[config.mk]
export PLATFORM = sky130hd
export DESIGN_NAME = ssic_top
export DESIGN_NICKNAME = d
export VERILOG_FILES = /design/src/hw/ssic_pkg.sv /design/src/hw/ssic_top.sv
export VERILOG_INCLUDE_DIRS = /design/src /design/src/hw
export SDC_FILE = /design/constraint.sdc
export NUM_CORES = 1
export LEC_CHECK = 0
export BUFFER_PORTS_ARGS = -buffer_cell sky130_fd_sc_hd__buf_2
export CORE_MARGIN = 3
export CORE_UTILIZATION = 40
export CTS_BUF_LIST = sky130_fd_sc_hd__clkbuf_16
export DETAILED_ROUTE_END_ITERATION = 8
export GPL_TIMING_DRIVEN = 0
export PLACE_DENSITY = 0.57
export SYNTH_ARGS = -nofsm -noshare
export SYNTH_HDL_FRONTEND = slang
export SYNTH_SLANG_ARGS = --single-unit
[constraint.sdc]
create_clock -name pclk -period 15.8 [get_ports pclk]
set_input_delay 3.95 -clock pclk [delete_from_list [all_inputs] [get_ports pclk]]
set_output_delay 3.95 -clock pclk [all_outputs]
set_load 0.05 [all_outputs]
[src/hw/ssic_defines.svh]
// Register map, field positions, reset values and timing constants
`ifndef SSIC_DEFINES_SVH
`define SSIC_DEFINES_SVH
`define SSIC_ADDR_W        32
`define SSIC_DATA_W        32
`define SSIC_PRESCALE_ADDR 32'h40040010
`define SSIC_MASK_ADDR     32'h40040014
`define SSIC_RAW_ADDR      32'h40040018
`define SSIC_MASKED_ADDR   32'h4004001C
`define SSIC_CLEAR_ADDR    32'h40040020
`define SSIC_RATE_ADDR     32'h40040024
`define SSIC_BIT_OVERRUN   0
`define SSIC_BIT_TIMEOUT   1
`define SSIC_BIT_RX_HALF   2
`define SSIC_BIT_TX_HALF   3
`define SSIC_NUM_IRQ       4
`define SSIC_RAW_RESET     4'h8
`define SSIC_MASK_RESET    4'h0
`define SSIC_PRESCALE_RST  8'h00
`define SSIC_RATE_RST      8'h00
`define SSIC_PRESCALE_MIN  8'h02
`define SSIC_FIFO_DEPTH    4'h8
`define SSIC_FIFO_HALF     4'h4
`define SSIC_CNT_W         4
`define SSIC_TIMEOUT_BITS  6'h20
`define SSIC_BITS_W        6
`define SSIC_PERIOD_W      16
`endif

[src/hw/ssic_pkg.sv]
// Types shared by the serial port interrupt status and clear block
package ssic_pkg;
    typedef struct packed {
        logic tx_half_empty;
        logic rx_half_full;
        logic rx_timeout;
        logic overrun;
    } ssic_irq_type;

    typedef struct packed {
        logic        sel;
        logic        enable;
        logic        write;
        logic [31:0] addr;
        logic [31:0] wdata;
    } ssic_apb_req_type;
endpackage

[src/hw/ssic_top.sv]
// Interrupt status, mask and clear logic of a synchronous serial port
//
// Local design decision: the APB slave port.
`timescale 1ns/1ns
`include "ssic_defines.svh"

module ssic_top
    import ssic_pkg::*;
(
    input  wire logic        pclk,
    input  wire logic        presetn,
    input  wire logic        psel,
    input  wire logic        penable,
    input  wire logic        pwrite,
    input  wire logic [31:0] paddr,
    input  wire logic [31:0] pwdata,
    output logic      [31:0] prdata,
    output logic             pready,
    output logic             pslverr,
    input  wire logic [3:0]  rx_count,
    input  wire logic [3:0]  tx_count,
    input  wire logic        rx_frame_done,
    input  wire logic        rx_fifo_read,
    output logic             rx_overwrite,
    output logic             ssp_irq
);

    // Bit period in pclk cycles; odd or too small divisors are coerced
    function automatic logic [`SSIC_PERIOD_W-1:0] ssic_bit_period(
        input logic [7:0] pre,
        input logic [7:0] rate
    );
        logic [7:0] even_pre;
        even_pre = {pre[7:1], 1'b0};
        if (even_pre < `SSIC_PRESCALE_MIN) begin
            even_pre = `SSIC_PRESCALE_MIN;
        end
        ssic_bit_period = even_pre * ({8'h00, rate} + 16'h0001);
    endfunction

    function automatic logic [31:0] ssic_zext(input ssic_irq_type v);
        ssic_zext = {28'h0000000, v};
    endfunction

    ssic_apb_req_type req;
    ssic_irq_type     raw_r;
    ssic_irq_type     raw_nxt;
    ssic_irq_type     mask_r;
    ssic_irq_type     mask_nxt;
    ssic_irq_type     masked;
    logic [7:0]       prescale_r;
    logic [7:0]       rate_r;
    logic [31:0]      prdata_r;
    logic [31:0]      rdata_nxt;
    logic             pready_r;
    logic             pslverr_r;
    logic             irq_r;
    logic             overwrite_r;
    logic [`SSIC_PERIOD_W-1:0] cycle_cnt_r;
    logic [`SSIC_PERIOD_W-1:0] cycle_cnt_nxt;
    logic [`SSIC_BITS_W-1:0]   bits_cnt_r;
    logic [`SSIC_BITS_W-1:0]   bits_cnt_nxt;

    // Bus decode
    wire setup_phase = req.sel & ~req.enable;
    wire access_done = req.sel & req.enable & pready_r;
    wire wr_done     = access_done & req.write;
    wire hit_pre     = req.addr == `SSIC_PRESCALE_ADDR;
    wire hit_mask    = req.addr == `SSIC_MASK_ADDR;
    wire hit_raw     = req.addr == `SSIC_RAW_ADDR;
    wire hit_masked  = req.addr == `SSIC_MASKED_ADDR;
    wire hit_clear   = req.addr == `SSIC_CLEAR_ADDR;
    wire hit_rate    = req.addr == `SSIC_RATE_ADDR;
    wire hit_any     = hit_pre | hit_mask | hit_raw | hit_masked |
                       hit_clear | hit_rate;
    wire wr_pre      = wr_done & hit_pre;
    wire wr_mask     = wr_done & hit_mask;
    wire wr_rate     = wr_done & hit_rate;
    wire wr_clear    = wr_done & hit_clear;
    wire clr_overrun = wr_clear & pwdata[`SSIC_BIT_OVERRUN];
    wire clr_timeout = wr_clear & pwdata[`SSIC_BIT_TIMEOUT];

    // Next mask feeds the interrupt flop so it never lags a mask write
    assign mask_nxt = wr_mask ? ssic_irq_type'(req.wdata[`SSIC_NUM_IRQ-1:0])
                              : mask_r;

    assign req = '{sel: psel, enable: penable, write: pwrite,
                   addr: paddr, wdata: pwdata};

    // Receive and transmit status from the FIFO levels
    wire rx_empty    = rx_count == 4'h0;
    wire rx_full     = rx_count >= `SSIC_FIFO_DEPTH;
    wire rx_half     = rx_count >= `SSIC_FIFO_HALF;
    wire tx_half     = (`SSIC_FIFO_DEPTH - tx_count) >= `SSIC_FIFO_HALF;
    wire overrun_evt = rx_frame_done & rx_full;

    // Timeout counter, independent of master or slave operation
    wire [`SSIC_PERIOD_W-1:0] bit_period = ssic_bit_period(prescale_r,
                                                           rate_r);
    wire bit_tick    = cycle_cnt_r >= (bit_period - 16'h0001);
    wire idle_reset  = rx_empty | rx_fifo_read;
    wire bits_full   = bits_cnt_r >= `SSIC_TIMEOUT_BITS;
    wire timeout_evt = ~idle_reset & bits_full;

    always_comb begin
        cycle_cnt_nxt = cycle_cnt_r + 16'h0001;
        bits_cnt_nxt  = bits_cnt_r;
        if (idle_reset) begin
            cycle_cnt_nxt = '0;
            bits_cnt_nxt  = '0;
        end else if (bits_full) begin
            cycle_cnt_nxt = '0;
        end else if (bit_tick) begin
            cycle_cnt_nxt = '0;
            bits_cnt_nxt  = bits_cnt_r + 6'h01;
        end
    end

    // Raw status: sticky events, set wins over clear; live levels
    always_comb begin
        raw_nxt               = raw_r;
        raw_nxt.overrun       = overrun_evt |
                                (raw_r.overrun & ~clr_overrun);
        raw_nxt.rx_timeout    = timeout_evt |
                                (raw_r.rx_timeout & ~clr_timeout);
        raw_nxt.rx_half_full  = rx_half;
        raw_nxt.tx_half_empty = tx_half;
    end

    assign masked = raw_r & mask_r;

    // Read data; clear register reads zero, status writes are dropped
    assign rdata_nxt = hit_pre    ? {24'h000000, prescale_r[7:1], 1'b0} :
                       hit_mask   ? ssic_zext(mask_r) :
                       hit_raw    ? ssic_zext(raw_r) :
                       hit_masked ? ssic_zext(masked) :
                       hit_rate   ? {24'h000000, rate_r} :
                       32'h00000000;

    always_ff @(posedge pclk or negedge presetn) begin
        if (!presetn) begin
            raw_r <= `SSIC_RAW_RESET;
        end else begin
            raw_r <= raw_nxt;
        end
    end

    always_ff @(posedge pclk or negedge presetn) begin
        if (!presetn) begin
            mask_r     <= `SSIC_MASK_RESET;
            prescale_r <= `SSIC_PRESCALE_RST;
            rate_r     <= `SSIC_RATE_RST;
        end else begin
            mask_r <= mask_nxt;
            if (wr_pre) begin
                prescale_r <= {req.wdata[7:1], 1'b0};
            end
            if (wr_rate) begin
                rate_r <= req.wdata[7:0];
            end
        end
    end

    always_ff @(posedge pclk or negedge presetn) begin
        if (!presetn) begin
            cycle_cnt_r <= '0;
            bits_cnt_r  <= '0;
        end else begin
            cycle_cnt_r <= cycle_cnt_nxt;
            bits_cnt_r  <= bits_cnt_nxt;
        end
    end

    always_ff @(posedge pclk or negedge presetn) begin
        if (!presetn) begin
            pready_r  <= 1'b0;
            pslverr_r <= 1'b0;
            prdata_r  <= 32'h00000000;
        end else begin
            pready_r  <= setup_phase;
            pslverr_r <= setup_phase & ~hit_any;
            if (setup_phase) begin
                prdata_r <= req.write ? 32'h00000000 : rdata_nxt;
            end
        end
    end

    always_ff @(posedge pclk or negedge presetn) begin
        if (!presetn) begin
            irq_r       <= 1'b0;
            overwrite_r <= 1'b0;
        end else begin
            irq_r       <= |(raw_nxt & mask_nxt);
            overwrite_r <= overrun_evt;
        end
    end

    assign prdata       = prdata_r;
    assign pready       = pready_r;
    assign pslverr      = pslverr_r;
    assign ssp_irq      = irq_r;
    assign rx_overwrite = overwrite_r;
endmodule // ssic_top

After elaboration in Yosys (flattened, before gate mapping)

Index checks and enable logic that the tools add are counted.

Add/sub/neg operators: 5
Multiply operators: 1
$lt $le $gt $ge: 6
Eq/ne operators: 7
Muxes and demuxes: 14
Bitwise logic cells: 30
Reduce and logical (&&, ||, !) cells: 4

Operator list:

| operator                                                                 | count |
|---|---|
| 32-bit by 31-bit equality test with 1-bit output (second input constant) | 6 |
| 8-bit 2-to-1 mux                                                         | 7 |
| 16-bit 2-to-1 mux                                                        | 3 |
| 6-bit 2-to-1 mux                                                         | 3 |
| 16-bit by 1-bit adder with 16-bit output (second input constant)         | 1 |
| 16-bit >= comparator                                                     | 1 |
| 8-bit by 9-bit multiplier with 16-bit output                             | 1 |
| 16-bit by 1-bit subtractor with 16-bit output (second input constant)    | 1 |
| 1-bit bitwise AND                                                        | 15 |
| 8-bit by 1-bit adder with 9-bit output (second input constant)           | 1 |
| 4-bit bitwise AND                                                        | 2 |
| 4-bit by 3-bit >= comparator with 1-bit output (second input constant)   | 2 |
| 8-bit by 2-bit < comparator with 1-bit output (second input constant)    | 1 |
| 1-bit OR                                                                 | 8 |
| 6-bit by 1-bit adder with 6-bit output (second input constant)           | 1 |
| 6-bit >= comparator (second input constant)                              | 1 |
| 1-bit NOT                                                                | 5 |
| 4-bit >= comparator (second input constant)                              | 1 |
| 4-bit zero test                                                          | 1 |
| 4-bit 2-to-1 mux                                                         | 1 |
| 4-bit OR reduction                                                       | 1 |
| 4-bit subtractor (first input constant)                                  | 1 |
| 2-bit inequality test (second input constant)                            | 1 |
| 2-bit AND reduction                                                      | 1 |
| 2-bit nonzero test                                                       | 1 |

Bits in registers: 81
Bits of input ports: 79
Output and inout port bits: 36
Word-level logic and storage cells: 84

Longest topological paths before layout

Gate-level depths: netlist of run 1.

Depth in word-level cells: 10
Mapped depth: 30
Depth with buffers taken out: 27

Worst setup path before layout of run 1

OpenSTA, ideal clock, no wires.

Path kind: reg-to-reg
From: register rate_r[3]
To: register cycle_cnt_r[10]
Library setup time: 0.072 ns
Arrival time: 6.487 ns
Setup slack: 9.241 ns
Stages on the path, launching flop included: 27
Cells stage by stage: dfrtp_1 clkbuf_1 nand3_1 nor2_1 xor2_1 and2_1 fa_1 fa_1 fa_1 inv_1 fa_1 inv_1 ha_1 and4_1 a211oi_1 o21ai_0 a211o_1 a21oi_1 xor2_1 ha_1 and4_1 a221o_1 a31o_1 or3_1 clkbuf_1 clkbuf_1 nor2_1

Cells in the longest elaborated chain, start to end: 7

Ends and longest elaborated chain:

| element                                       | RTL line        | RTL |
|---|---|---|
| from (decl)                                   | ssic_top.sv:52  | `logic [7:0] rate_r;` |
| from (signal assigned)                        | ssic_top.sv:152 | `` rate_r <= `SSIC_RATE_RST; `` |
| from (signal assigned)                        | ssic_top.sv:159 | `rate_r <= req.wdata[7:0];` |
| 8-bit by 1-bit adder with 9-bit output        | ssic_top.sv:38  | `ssic_bit_period = even_pre * ({8'h00, rate} + 16'h0001);` |
| 8-bit by 9-bit multiplier with 16-bit output  | ssic_top.sv:38  |  |
| 16-bit by 1-bit subtractor with 16-bit output | ssic_top.sv:100 | `wire bit_tick = cycle_cnt_r >= (bit_period - 16'h0001);` |
| 16-bit >= comparator                          | ssic_top.sv:100 |  |
| 16-bit 2-to-1 mux                             | ssic_top.sv:113 | `end else if (bit_tick) begin` |
| 16-bit 2-to-1 mux                             | ssic_top.sv:111 | `end else if (bits_full) begin` |
| 16-bit 2-to-1 mux                             | ssic_top.sv:108 | `if (idle_reset) begin` |
| named net cycle_cnt_nxt[10]                   | ssic_top.sv:60  | `` logic [`SSIC_PERIOD_W-1:0] cycle_cnt_nxt; `` |
| to (signal assigned)                          | ssic_top.sv:169 | `cycle_cnt_r <= cycle_cnt_nxt;` |
| to (decl)                                     | ssic_top.sv:59  | `` logic [`SSIC_PERIOD_W-1:0] cycle_cnt_r; `` |

The timed path passes the listed nets, and every way through them passes these cells.
A chain may end at the register's enable or synchronous reset.

Final worst setup path of run 1

From: register rate_r[0]
To: register cycle_cnt_r[9]

Same word-level chain as after synthesis.

==> implementation parameters, run 1 <==
Parameter                              Value

Synth
  Sequential cell area fraction in the yosys report ... 0.2464
  Post-synth EDFFs ... 0
  Synthesis warning total ... 0
  Average size of a mapped cell ... 9.111 um^2
  Number of distinct library cells after synthesis ... 60
  Synthesized netlist cell count ... 636
  Fraction of registers with async set or reset after synthesis ... 1.000
  Synth Flop Type ... dfrtp_1
  Cell Area, Synth ... approximately 5800 um^2
  Synth Register Bits ... 57

Run status
  Result of the run ... completed

Setup path
  Setup crit start ... rate_r[0]
  Crit Path Max Fanout ... 10
  Setup slack of the worst register-to-register path ... 8.21 ns
  Type of destination of the critical path ... flop
  Worst R2R End ... cycle_cnt_r[9]
  Critical path launch point type ... flop
  Start-to-end type of the worst setup path ... reg2reg
  Number of cells traversed by the worst register-to-register path ... 26
  Worst Setup EP ... cycle_cnt_r[9]
  Worst reg2reg startpoint ... rate_r[0]
  Endpoint arrival time on the critical path ... 7.85 ns
  Critical Path RT ... 16.06 ns

Timing
  Final period util ... 0.4805
  Tmin final ... about 7.6 ns
  Final max-slew violation count ... 0
  Fmax ... 131.7 MHz
  Total of endpoints with negative setup slack in the final report ... 0
  Count of endpoints failing hold in the final timing report ... 0
  Post-Route Setup TNS ... 0 ns
  Setup repair after global routing missed its margin ... no
  Largest clock skew in the final design ... just over 0.009 ns
  Slew Limit Headroom ... 0.4708
  Pin slew with the least headroom to its limit ... 0.7939 ns

Power and ir drop
  Worst-case vdd ir drop ... between 40 and 50 uV
  Power Density ... approximately 60 nW/um^2
  Leakage power figure ... 0.003435 uW

Floorplan
  Die Outline Area ... approximately 16000 um^2
  Number of cell rows ... 43
  Core footprint ... roughly 14000 um^2
  Top Ports ... 115
  Die X ... 126.4 um
  Initial Util ... 0.4126
  Chip Height ... 126.4 um

Min path
  Path type of the worst min-delay path ... reg2reg

Clock network
  Later-pin clock latency in the skew report ... ~0.33 ns
  Buffer depth of the longest clock path ... 2
  Clock buffer count from CTS ... 9
  Clk pin slew, worst setup/hold paths ... 0.06 ns
  H-tree lvl count ... 3
  Cell at the root of the clock tree ... clkbuf_16
  Clock tree from TritonCTS ... yes
  Setup bufs post-CTS ... 0
  Number of cells upsized or downsized after cts ... 0
  Number of buffers inserted by hold repair at cts ... 0
  Num Clock Sinks ... 57

Detailed routing
  Remaining routing DRC violations ... 0
  Antenna violation net count after detailed routing ... 0
  Number of vias in the routed layout ... 4532
  Post-Route WL ... 11860 um
  Drt pass-1 iters ... 4
  Post-detailed-route via-to-cell ratio ... roughly 5
  Routed len/inst ... 12.88 um
  Detailed router's first-iteration violation count ... about 210

Final layout
  Signed area change from the synthesized netlist to the final layout ... 16.26%
  Net count, final ... ~910
  Antenna diodes ... 0
  Ratio of cells with drive above 1 in the final layout ... 0.1687
  Layout Cell Area excl Fill ... 6736 um^2

Placement
  Detailed placer's ending HPWL ... 9780 um
  Quantity of I/O buffers inserted on ports ... 66
  Placed Area ... 6436 um^2
  RD Place Congestion ... 0.7943

GRT
  GRT Total Usage ... 0.1547
  Maximum number of pins on one net before global-route repair ... 58
  Number of global-route vias before repair ... 4425
  Antenna violations before repair ... 0
  First-pass GRT wire length ... slightly above 20000 um
  Remaining Overflow, GRT ... 0

Run
  Maximum Capacitance Violations ... 0
[logic make-up after synthesis]
family | share of synthesized area
buf+inv | 0.1017
flops | 0.2464
mux | 0.04060
fa+ha+maj | 0.2643
xor+xnor | 0.05442
other cells | 0.0006472
simple gates | 0.2036
compound gates | 0.08832
[per-layer routing]
layer / vias to the layer above / routed length (um) / GRT usage
met5: - / 0 / 0
met4: 0 / 207 / 0.06562
met3: 11 / 443 / 0.01516
met2: 81 / 5632 / 0.2460
met1: 2201 / 5579 / 0.2161
li1: 2239 / - / -
[flip-flops by register name, indices dropped and copies added, names as in the netlist]
name and cells:
bits_cnt_r 6, cycle_cnt_r 16, mask_r 4, prdata 8
pready 1, prescale_r 7, pslverr 1, rate_r 8
raw_r 4, rx_overwrite 1, ssp_irq 1
[Yosys cell counts (all sizes together), types with 18 or more instances]
| library cell | count | area [um^2] |
|---|---|---|
| ha | 60 | 750.7 |
| o21ai | 22 | 110.1 |
| xnor2 | 20 | 175.2 |
| dfrtp | 56 | 1401 |
| mux2 | 20 | 225.2 |
| fa | 39 | 780.8 |
| a21oi | 18 | 90.09 |
| nand2 | 48 | 182.7 |
| nor2 | 49 | 191.4 |
| buf | 24 | 180.2 |
| inv | 95 | 356.6 |
| and2 | 23 | 143.9 |
[placed cells by master, fill, tap and decap left out, types with 7 or more instances in the layout]
cell type  instances
inv_1             95
buf_2             65
ha_1              60
dfrtp_1           56
nor2_1            48
nand2_1           47
fa_1              39
buf_4             25
conb_1            24
and2_1            23
xnor2_1           20
mux2_1            19
a21oi_1           18
nand2b_1          17
nor2b_1           17
xor2_1            16
clkbuf_1          14
o21ai_0           13
nand3_1           12
a21o_1             9
o21ai_1            9
clkbuf_16          9
nand4_1            7
and3_1             7
a22oi_1            7
[area by class of cell]
class	instances	area, um^2
flip-flops and latches	57	1428
clock buffers	9	225.2
plain buffers	38	232.7
fillers	1396	7306
well taps	180	225.2
clock inverters	7	72.57
repair buffers	66	332.8
multi-input cells	469	3864
inverters	95	356.6
[worst min-delay path by stage]
stage                               from             end  slack (ns)  cells past startpoint
final                          prdata[7]       prdata[7]        0.48                      2
after global routing           prdata[7]       prdata[7]        0.52                      2
after CTS                      prdata[6]       prdata[6]        0.49                      2
after detailed placement       prdata[6]       prdata[6]        0.48                      2
after global placement         prdata[0]       prdata[0]        0.47                      2
after floorplan           cycle_cnt_r[0]  cycle_cnt_r[0]        0.47                      1
[critical path, cell delays in order, from the launching register on]
cell and delay, ns:
dfrtp_1 0.36, clkbuf_1 0.37, nand3_1 0.20, xnor2_1 0.50
nand2_1 0.16, fa_1 0.55, inv_1 0.05, fa_1 0.49
fa_1 0.56, inv_1 0.05, fa_1 0.53, inv_1 0.04
ha_1 0.36, and4_1 0.20, a211oi_1 0.20, o21ai_0 0.23
a211o_1 0.32, a21oi_1 0.18, xor2_1 0.19, ha_1 0.26
and4_1 0.20, a221o_1 0.35, a31o_1 0.23, or3_1 0.31
clkbuf_1 0.20, clkbuf_1 0.27, nor2_1 0.16
[power breakdown]
part / leakage, uW / switching, uW / total (uW) / internal (uW)
logic: 0.00251 / 45.8 / 69.2 / 23.4
registers: 0.000774 / 4.40 / 155 / 151
clock network: 0.000147 / 70.3 / 192 / 122
total: 0.00344 / 121 / 417 / 296
[through the flow]
step | setup WS [ns] | util | hold WS, ns | power [uW] | cells
after floorplan | 9.241 | - | 0.4681 | 206.9 | 659
after global placement | 8.231 | 0.4583 | 0.4676 | 226.5 | 905
after detailed placement | 8.143 | 0.4583 | 0.4777 | 227.8 | 905
after CTS | 8.070 | 0.4796 | 0.4899 | 422.8 | 921
after global routing | 7.581 | 0.4797 | 0.5226 | 438.7 | 921
final | 8.208 | 0.4797 | 0.4849 | 416.7 | 921
(Power assumes the default switching activity.)
==> run 2: changes to the inputs <==
ABC_AREA = 1   (was default)
clock period = 7.6 ns   (was 15.8 ns; I/O delays follow)
==> run 2 against run 1 <==
Sequential power up 110%. Sequential share of layout area down 0.61 points. Clock power grew 120%. Flip-flop and latch count unchanged. Design area is 3.0% higher. Via count increased by 10%. Power is 110% higher. Clock-buffer cell count is the same. Combinational power is 110% higher. Largest cell class unchanged. Largest power group unchanged. Synthesized area up 3.2%. Clock skew down 0.0046 ns.
==> implementation parameters, run 2 <==
Parameter                              Value

Detailed routing
  Drt pass-1 iters ... 4 (unchanged)
  Detailed router's first-iteration violation count ... 229 (+9.6%)
  Routed len/inst ... 12.05 um (-6.4%)
  Post-Route WL ... 13180 um (+11%)
  Remaining routing DRC violations ... 0 (unchanged)
  Post-detailed-route via-to-cell ratio ... 4.572 (-7.1%)
  Antenna violation net count after detailed routing ... 0 (unchanged)
  Number of vias in the routed layout ... 4997 (+10%)

Clock network
  Buffer depth of the longest clock path ... 2 (unchanged)
  H-tree lvl count ... 3 (unchanged)
  Setup bufs post-CTS ... 0 (unchanged)
  Num Clock Sinks ... 57 (unchanged)
  Clk pin slew, worst setup/hold paths ... 0.05 ns (about the same)
  Clock tree from TritonCTS ... yes
  Later-pin clock latency in the skew report ... 0.34 ns (about the same)
  Clock buffer count from CTS ... 9 (unchanged)
  Number of cells upsized or downsized after cts ... 0 (unchanged)
  Number of buffers inserted by hold repair at cts ... 0 (unchanged)
  Cell at the root of the clock tree ... clkbuf_16

Final layout
  Flip-flop count of the largest register after layout ... 16 (unchanged)
  Footprint of the multi-input gates ... 3779 um^2 (-2.2%)
  Filler Cell Count ... 1518 (+8.7%)
  Largest register by flop count ... cycle_cnt_r
  Antenna diodes ... 0 (unchanged)
  FF+latch area ... 1428 um^2 (unchanged)
  Net count, final ... 1082 (+18%)
  Most frequent cells in the layout ... nand2_1, inv_1, nor2_1
  Ratio of cells with drive above 1 in the final layout ... 0.1507 (-0.01798)
  Signed area change from the synthesized netlist to the final layout ... 16.06%
  Most common cell after layout, fill and taps aside ... nand2_1
  Layout Utilization ... 0.4755 (-0.004257)

Setup path
  Critical path launch point type ... flop
  CP most frequent cell ... inv_1
  Endpoint arrival time on the critical path ... 6.57 ns (-1.28 ns)
  Start-to-end type of the worst setup path ... reg2reg
  Type of destination of the critical path ... flop
  Crit Path Max Fanout ... 10 (unchanged)
  Critical Path RT ... 7.82 ns (-8.24 ns)
  Slowest Stage Delay on Critical Path ... 0.55 ns (about the same)
  Slowest-stage cell, CP ... fa_1

Timing
  Worst-case setup margin in the final layout ... 1.255 ns (-6.952 ns)
  Fmax ... 157.6 MHz (+20%)
  Final max-slew violation count ... 0 (unchanged)
  Tmin final ... 6.345 ns (-1.248 ns)
  Setup repair after global routing missed its margin ... no
  Final period util ... 0.8348 (+0.3543)
  Count of endpoints failing hold in the final timing report ... 0 (unchanged)
  Slew Limit Headroom ... 0.4812 (+0.01048)
  Post-Route Setup TNS ... 0 ns (unchanged)
  Largest clock skew in the final design ... 0.004501 ns (-0.004614 ns)
  Total of endpoints with negative setup slack in the final report ... 0 (unchanged)
  Pin slew with the least headroom to its limit ... 0.7782 ns (-0.01572 ns)
  Post-Route Hold Slack ... 0.4701 ns (-0.01473 ns)

Placement
  Detailed placer's ending HPWL ... 10830 um (+11%)
  Quantity of I/O buffers inserted on ports ... 66 (unchanged)
  RD Place Congestion ... 0.8198 (+3.2%)
  Placement-stage worst setup slack ... 1.245 ns (-6.898 ns)

Synth
  Fraction of registers with async set or reset after synthesis ... 1.000 (unchanged)
  Top cells by area in the synthesized netlist ... dfrtp_1, fa_1, ha_1, nand2_1, inv_1
  Post-synth EDFFs ... 0 (unchanged)
  Top post-synthesis cells by count ... nand2_1, inv_1, nor2_1, ha_1, dfrtp_1
  Cell type contributing the most total cell area after synthesis ... dfrtp_1
  Sequential cell area fraction in the yosys report ... 0.2389 (-0.007530)
  Most numerous cell in the Yosys netlist ... nand2_1
  Fraction of synthesized cell area taken by the top area cell type ... 0.2345 (-0.007392)
  Synthesized netlist cell count ... 804 (+26%)
  Number of distinct library cells after synthesis ... 44 (-27%)
  Synthesis warning total ... 0 (unchanged)
  Average size of a mapped cell ... 7.434 um^2 (-18%)
  Synth Flop Type ... dfrtp_1
  Cell Area, Synth ... 5977 um^2 (+3.2%)
  Synth Register Bits ... 57 (unchanged)

Power and ir drop
  Worst-case vdd ir drop ... 126.9 uV (+180%)
  Power Density ... 128.4 nW/um^2 (+110%)
  Leakage power figure ... 0.003794 uW (+10%)

GRT
  Antenna violations before repair ... 0 (unchanged)
  First-pass GRT wire length ... 23200 um (+13%)
  GRT Total Usage ... 0.1755 (+0.02073)
  Maximum number of pins on one net before global-route repair ... 58 (unchanged)
  Remaining Overflow, GRT ... 0 (unchanged)
  Number of global-route vias before repair ... 4937 (+12%)

Min path
  Path type of the worst min-delay path ... reg2reg

Floorplan
  Top Ports ... 115 (unchanged)
  Initial Util ... 0.4097 (-0.002944)
  Chip Height ... 128.2 um (+1.5%)
  Die Outline Area ... 16450 um^2 (+3.0%)
  Number of cell rows ... 44 (+2.3%)
  Die X ... 128.2 um (+1.5%)
  Core footprint ... 14590 um^2 (+3.9%)

Run status
  Result of the run ... completed

Run
  Maximum Capacitance Violations ... 0 (unchanged)
## run 2: critical path: cells and delay by family (launching register included)
kind                       cells  cell delay [ns]
AOI/OAI and AO/OA              3             0.77
xor gates and xnor gates       1             0.15
adders and majority gates      6             2.25
buffers and inverters         10             1.41
DFF                            1             0.35
and+or+nand+nor               10             1.29
## run 2: layout make-up
class                           instances  share of cell area
Tap cell                              184             0.03319
Clock buffer                            9             0.03247
Sequential cell                        57              0.2058
Timing Repair Buffer                   66             0.04798
Multi-Input combinational cell        568              0.5447
Buffer                                 31             0.03102
Clock inverter                          7             0.01227
Inverter                              171             0.09253
## run 2: report_power, final
| part | switching, uW | internal, uW | leakage, uW |
|---|---|---|---|
| Combinational | 97.9 | 44.5 | 0.00287 |
| Clock | 142 | 283 | 0.000150 |
| Sequential | 9.20 | 315 | 0.000779 |
| Total | 249 | 642 | 0.00379 |
## run 2: kinds of logic after synthesis
kind of cell             after synthesis  share of synthesized area
AO/OA/AOI/OAI                         77                    0.07243
XOR/XNOR                              28                    0.04229
adder cells (fa/ha/maj)               99                     0.2562
buffers and inverters                202                     0.1434
flip-flops                            57                     0.2389
other                                  1                  0.0006274
AND/OR/NAND/NOR                      340                     0.2462
## run 2: per-stage QoR
step                      cells  total power [uW]  area [um^2]
after floorplan             827             429.1         6063
after detailed placement   1077             473.2         6626
final                      1093             891.0         6937
after CTS                  1093             907.3         6937
after global routing       1093             942.0         6937
after global placement     1077             473.1         6624
## run 2: path summary, 6_finish.rpt
| check | slack, ns | depth (start not counted) | endpoint | startpoint |
|---|---|---|---|---|
| min in group asynchronous | 1.62 | 1 | cycle_cnt_r[6] | presetn |
| max in group asynchronous | 5.44 | 1 | cycle_cnt_r[7] | presetn |
| max | 1.26 | 30 | cycle_cnt_r[3] | prescale_r[7] |
| max reg2reg | 1.26 | 30 | cycle_cnt_r[3] | prescale_r[7] |
| min reg2reg | 0.47 | 2 | prdata[7] | prdata[7] |
| min | 0.47 | 2 | prdata[7] | prdata[7] |
## run 2: routing by layer
layer / vias up / GRT usage / wire (um) / share of wire
met5: - / 0 / 0 / 0
met4: 0 / 0.04432 / 167 / 0.013
met3: 10 / 0.03083 / 456 / 0.035
met2: 60 / 0.2869 / 6014 / 0.46
met1: 2296 / 0.2410 / 6537 / 0.50
li1: 2631 / - / - / -
==> run 3: changes to the inputs <==
PLACE_DENSITY = 0.59   (was 0.57)
clock period = 5.5 ns   (was 7.6 ns; I/O delays follow)
==> run 3 against run 2 <==
The flow now finishes with violations (negative setup slack). Via count increased by 4.0%. Global-route usage increased by 0.085 points. Die area unchanged. Non-clock buffer count increased by 32. Flip-flop and latch count unchanged. Clock skew increased by 0.0023 ns. Hold slack got worse by 0.0010 ns. Clock power increased by 50%. Fmax increased by 13%. Wire length increased by 4.9%. Highest routed layer unchanged.
==> implementation parameters, run 3 (synthesis gave the netlist of run 2 again) <==
Parameter                              Value

Run status
  Result of the run ... finished with violations
  Violated checks ... negative setup slack

Final layout
  Layout Utilization ... 0.5289 (+0.05343)
  Signed area change from the synthesized netlist to the final layout ... 29.10%
  Ratio of cells with drive above 1 in the final layout ... 0.2774 (+0.1266)
  Flip-flop count of the largest register after layout ... 16 (unchanged)
  Largest register by flop count ... cycle_cnt_r
  Most common cell after layout, fill and taps aside ... inv_1
  Footprint of the multi-input gates ... 4204 um^2 (+11%)
  Antenna diodes ... 0 (unchanged)
  FF+latch area ... 1430 um^2 (+0.18%)
  Net count, final ... 1114 (+3.0%)
  Final Instance Count excl. Fillers ... 1125 (+2.9%)
  Most frequent cells in the layout ... inv_1, nand2_1, nor2_1
  Filler Cell Count ... 1390 (-8.4%)

Power and ir drop
  Comb power frac ... 0.204 (+0.044)
  Proportion of power drawn by flip-flops and latches ... 0.329 (-0.034)
  Power Density ... 177.5 nW/um^2 (+38%)
  Worst-case vdd ir drop ... 339.5 uV (+170%)
  Internal power contribution ... 977.4 uW (+52%)
  Total power of the final layout ... 1370 uW (+54%)
  Leakage power figure ... 0.004057 uW (+6.9%)
  Clock network power share ... 0.467 (-0.010)
  Fraction of power spent switching nets ... 0.2863 (+0.006723)
  Switching pwr ... 392.1 uW (+57%)

Setup path
  Critical path launch point type ... flop
  Worst Setup EP ... cycle_cnt_r[6]
  CP most frequent cell ... fa_1
  Worst R2R End ... cycle_cnt_r[6]
  Cell family with most CP delay ... adder cells
  Start-to-end type of the worst setup path ... reg2reg
  Slowest Stage Delay on Critical Path ... 0.57 ns (+0.02 ns)
  Number of cells traversed by the worst register-to-register path ... 29 (-3.3%)
  Setup slack of the worst register-to-register path ... -0.12 ns (-1.38 ns)
  Slowest-stage cell, CP ... fa_1
  Worst reg2reg startpoint ... rate_r[0]
  Type of destination of the critical path ... flop
  Crit Path Max Fanout ... 5 (-5)
  Count of buffering cells on the critical path with inverters included ... 6 (-4)
  Setup crit start ... rate_r[0]
  Critical Path RT ... 5.77 ns (-2.05 ns)
  Endpoint arrival time on the critical path ... 5.90 ns (-0.67 ns)
  Cell count along the critical path ... 29 (-3.3%)

Timing
  Fmax ... 177.9 MHz (+13%)
  Worst-case setup margin in the final layout ... -0.1214 ns (-1.377 ns)
  Tmin final ... 5.621 ns (-0.7233 ns)
  Largest clock skew in the final design ... 0.006765 ns (+0.002264 ns)
  Slew Limit Headroom ... 0.4990 (+0.01780)
  Pin slew with the least headroom to its limit ... 0.7514 ns (-0.02670 ns)
  Setup repair after global routing missed its margin ... yes
  Count of endpoints failing hold in the final timing report ... 0 (unchanged)
  Final max-slew violation count ... 0 (unchanged)
  Post-Route Setup TNS ... -1.771 ns (-1.771 ns)
  Final period util ... 1.022 (+0.1872)
  Post-Route Hold Slack ... 0.4691 ns (-0.0009990 ns)
  Total of endpoints with negative setup slack in the final report ... 18 (+18)

Min path
  Path type of the worst min-delay path ... reg2reg

Placement
  Detailed placer's ending HPWL ... 10690 um (-1.3%)
  RD Place Congestion ... 0.8317 (+1.5%)
  Cells after DPL ... 1077 (unchanged)
  Quantity of I/O buffers inserted on ports ... 66 (unchanged)

Clock network
  Clock buffer count from CTS ... 9 (unchanged)
  Buffer depth of the longest clock path ... 2 (unchanged)
  Later-pin clock latency in the skew report ... 0.34 ns (about the same)
  Cell at the root of the clock tree ... clkbuf_16
  Clock tree from TritonCTS ... yes
  Num Clock Sinks ... 57 (unchanged)
  H-tree lvl count ... 3 (unchanged)
  Clk pin slew, worst setup/hold paths ... 0.05 ns (about the same)

Floorplan
  Top Ports ... 115 (unchanged)
  Die X ... 128.2 um (unchanged)
  Chip Height ... 128.2 um (unchanged)
  Core footprint ... 14590 um^2 (unchanged)
  Die Outline Area ... 16450 um^2 (unchanged)
  Initial Util ... 0.4097 (unchanged)
  Number of cell rows ... 44 (unchanged)

GRT
  GRT Total Usage ... 0.1763 (+0.0008507)
  Remaining Overflow, GRT ... 0 (unchanged)
  Number of global-route vias before repair ... 5080 (+2.9%)
  First-pass GRT wire length ... 23360 um (+0.66%)
  Maximum number of pins on one net before global-route repair ... 58 (unchanged)
  Antenna violations before repair ... 0 (unchanged)

Detailed routing
  Remaining routing DRC violations ... 0 (unchanged)
  Detailed router's first-iteration violation count ... 175 (-24%)
  Antenna violation net count after detailed routing ... 0 (unchanged)
  Routed len/inst ... 12.28 um (+1.9%)
  Post-detailed-route via-to-cell ratio ... 4.621 (+1.1%)
  Drt pass-1 iters ... 4 (unchanged)
  Number of vias in the routed layout ... 5199 (+4.0%)
  Post-Route WL ... 13820 um (+4.9%)

Run
  Maximum Capacitance Violations ... 0 (unchanged)
[run 3: cell types whose count changed in the layout (fill, tap and decap cells not counted), sizes merged]
cell    change
buf        +33
bufinv      +2
clkbuf      -1
clkinv      -3
inv         +1
[run 3: metrics by stage]
| step | cell area, um^2 | worst slack (ns) |
|---|---|---|
| final | 7716 | -0.1214 |
| after CTS | 7372 | -0.06888 |
| after floorplan | 6063 | 0.009887 |
| after global routing | 7716 | -0.4104 |
| after detailed placement | 6624 | -0.7894 |
| after global placement | 6624 | -0.7317 |
[run 3: how the worst min path moves through the flow]
stage,startpoint,to,slack (ns),cells after the start
after global routing,prdata[2],prdata[2],0.50,2
after CTS,prdata[0],prdata[0],0.48,2
final,prdata[7],prdata[7],0.47,2
after global placement,prdata[7],prdata[7],0.46,2
after detailed placement,prdata[7],prdata[7],0.46,2
after floorplan,cycle_cnt_r[0],cycle_cnt_r[0],0.45,1
[run 3: layer usage]
metal / up-vias / wire length, um / global-route usage
li1: 2699 / - / -
met1: 2405 / 6493 / 0.2374
met2: 82 / 6604 / 0.2890
met3: 13 / 546 / 0.03167
met4: 0 / 173 / 0.05368
met5: - / 0 / 0
[run 3: tightest hold or removal path: stages, from the launching register on]
cell and delay [ns]:
dfrtp_1 0.33, nand2_1 0.05, nand2_1 0.05
[run 3: area by class of cell]
cell class	count	area share
Buffer	30	0.03000
Clock buffer	9	0.02919
Clock inverter	7	0.01427
Inverter	171	0.08594
Multi-Input combinational cell	568	0.5448
Sequential cell	57	0.1853
Tap cell	184	0.02984
Timing Repair Buffer	99	0.08059
[run 3: repair_timing]
item / in CTS / in global routing
buffers inserted: 20 / 13
setup endpoints to repair: 22 / 22
cloned: 1 / 0
hold buffers: 0 / 0
resized for setup: 82 / 58
pin swaps: 45 / 47
[run 3: power by group through the flow]
stage | Sequential [uW] | Combinational [uW] | Clock (uW)
2_1_floorplan | 455 | 138 | 0
3_3_place_gp | 454 | 198 | 0
3_5_place_dp | 454 | 198 | 0
4_1_cts | 447 | 234 | 654
5_1_grt | 454 | 310 | 667
6_report | 451 | 280 | 639
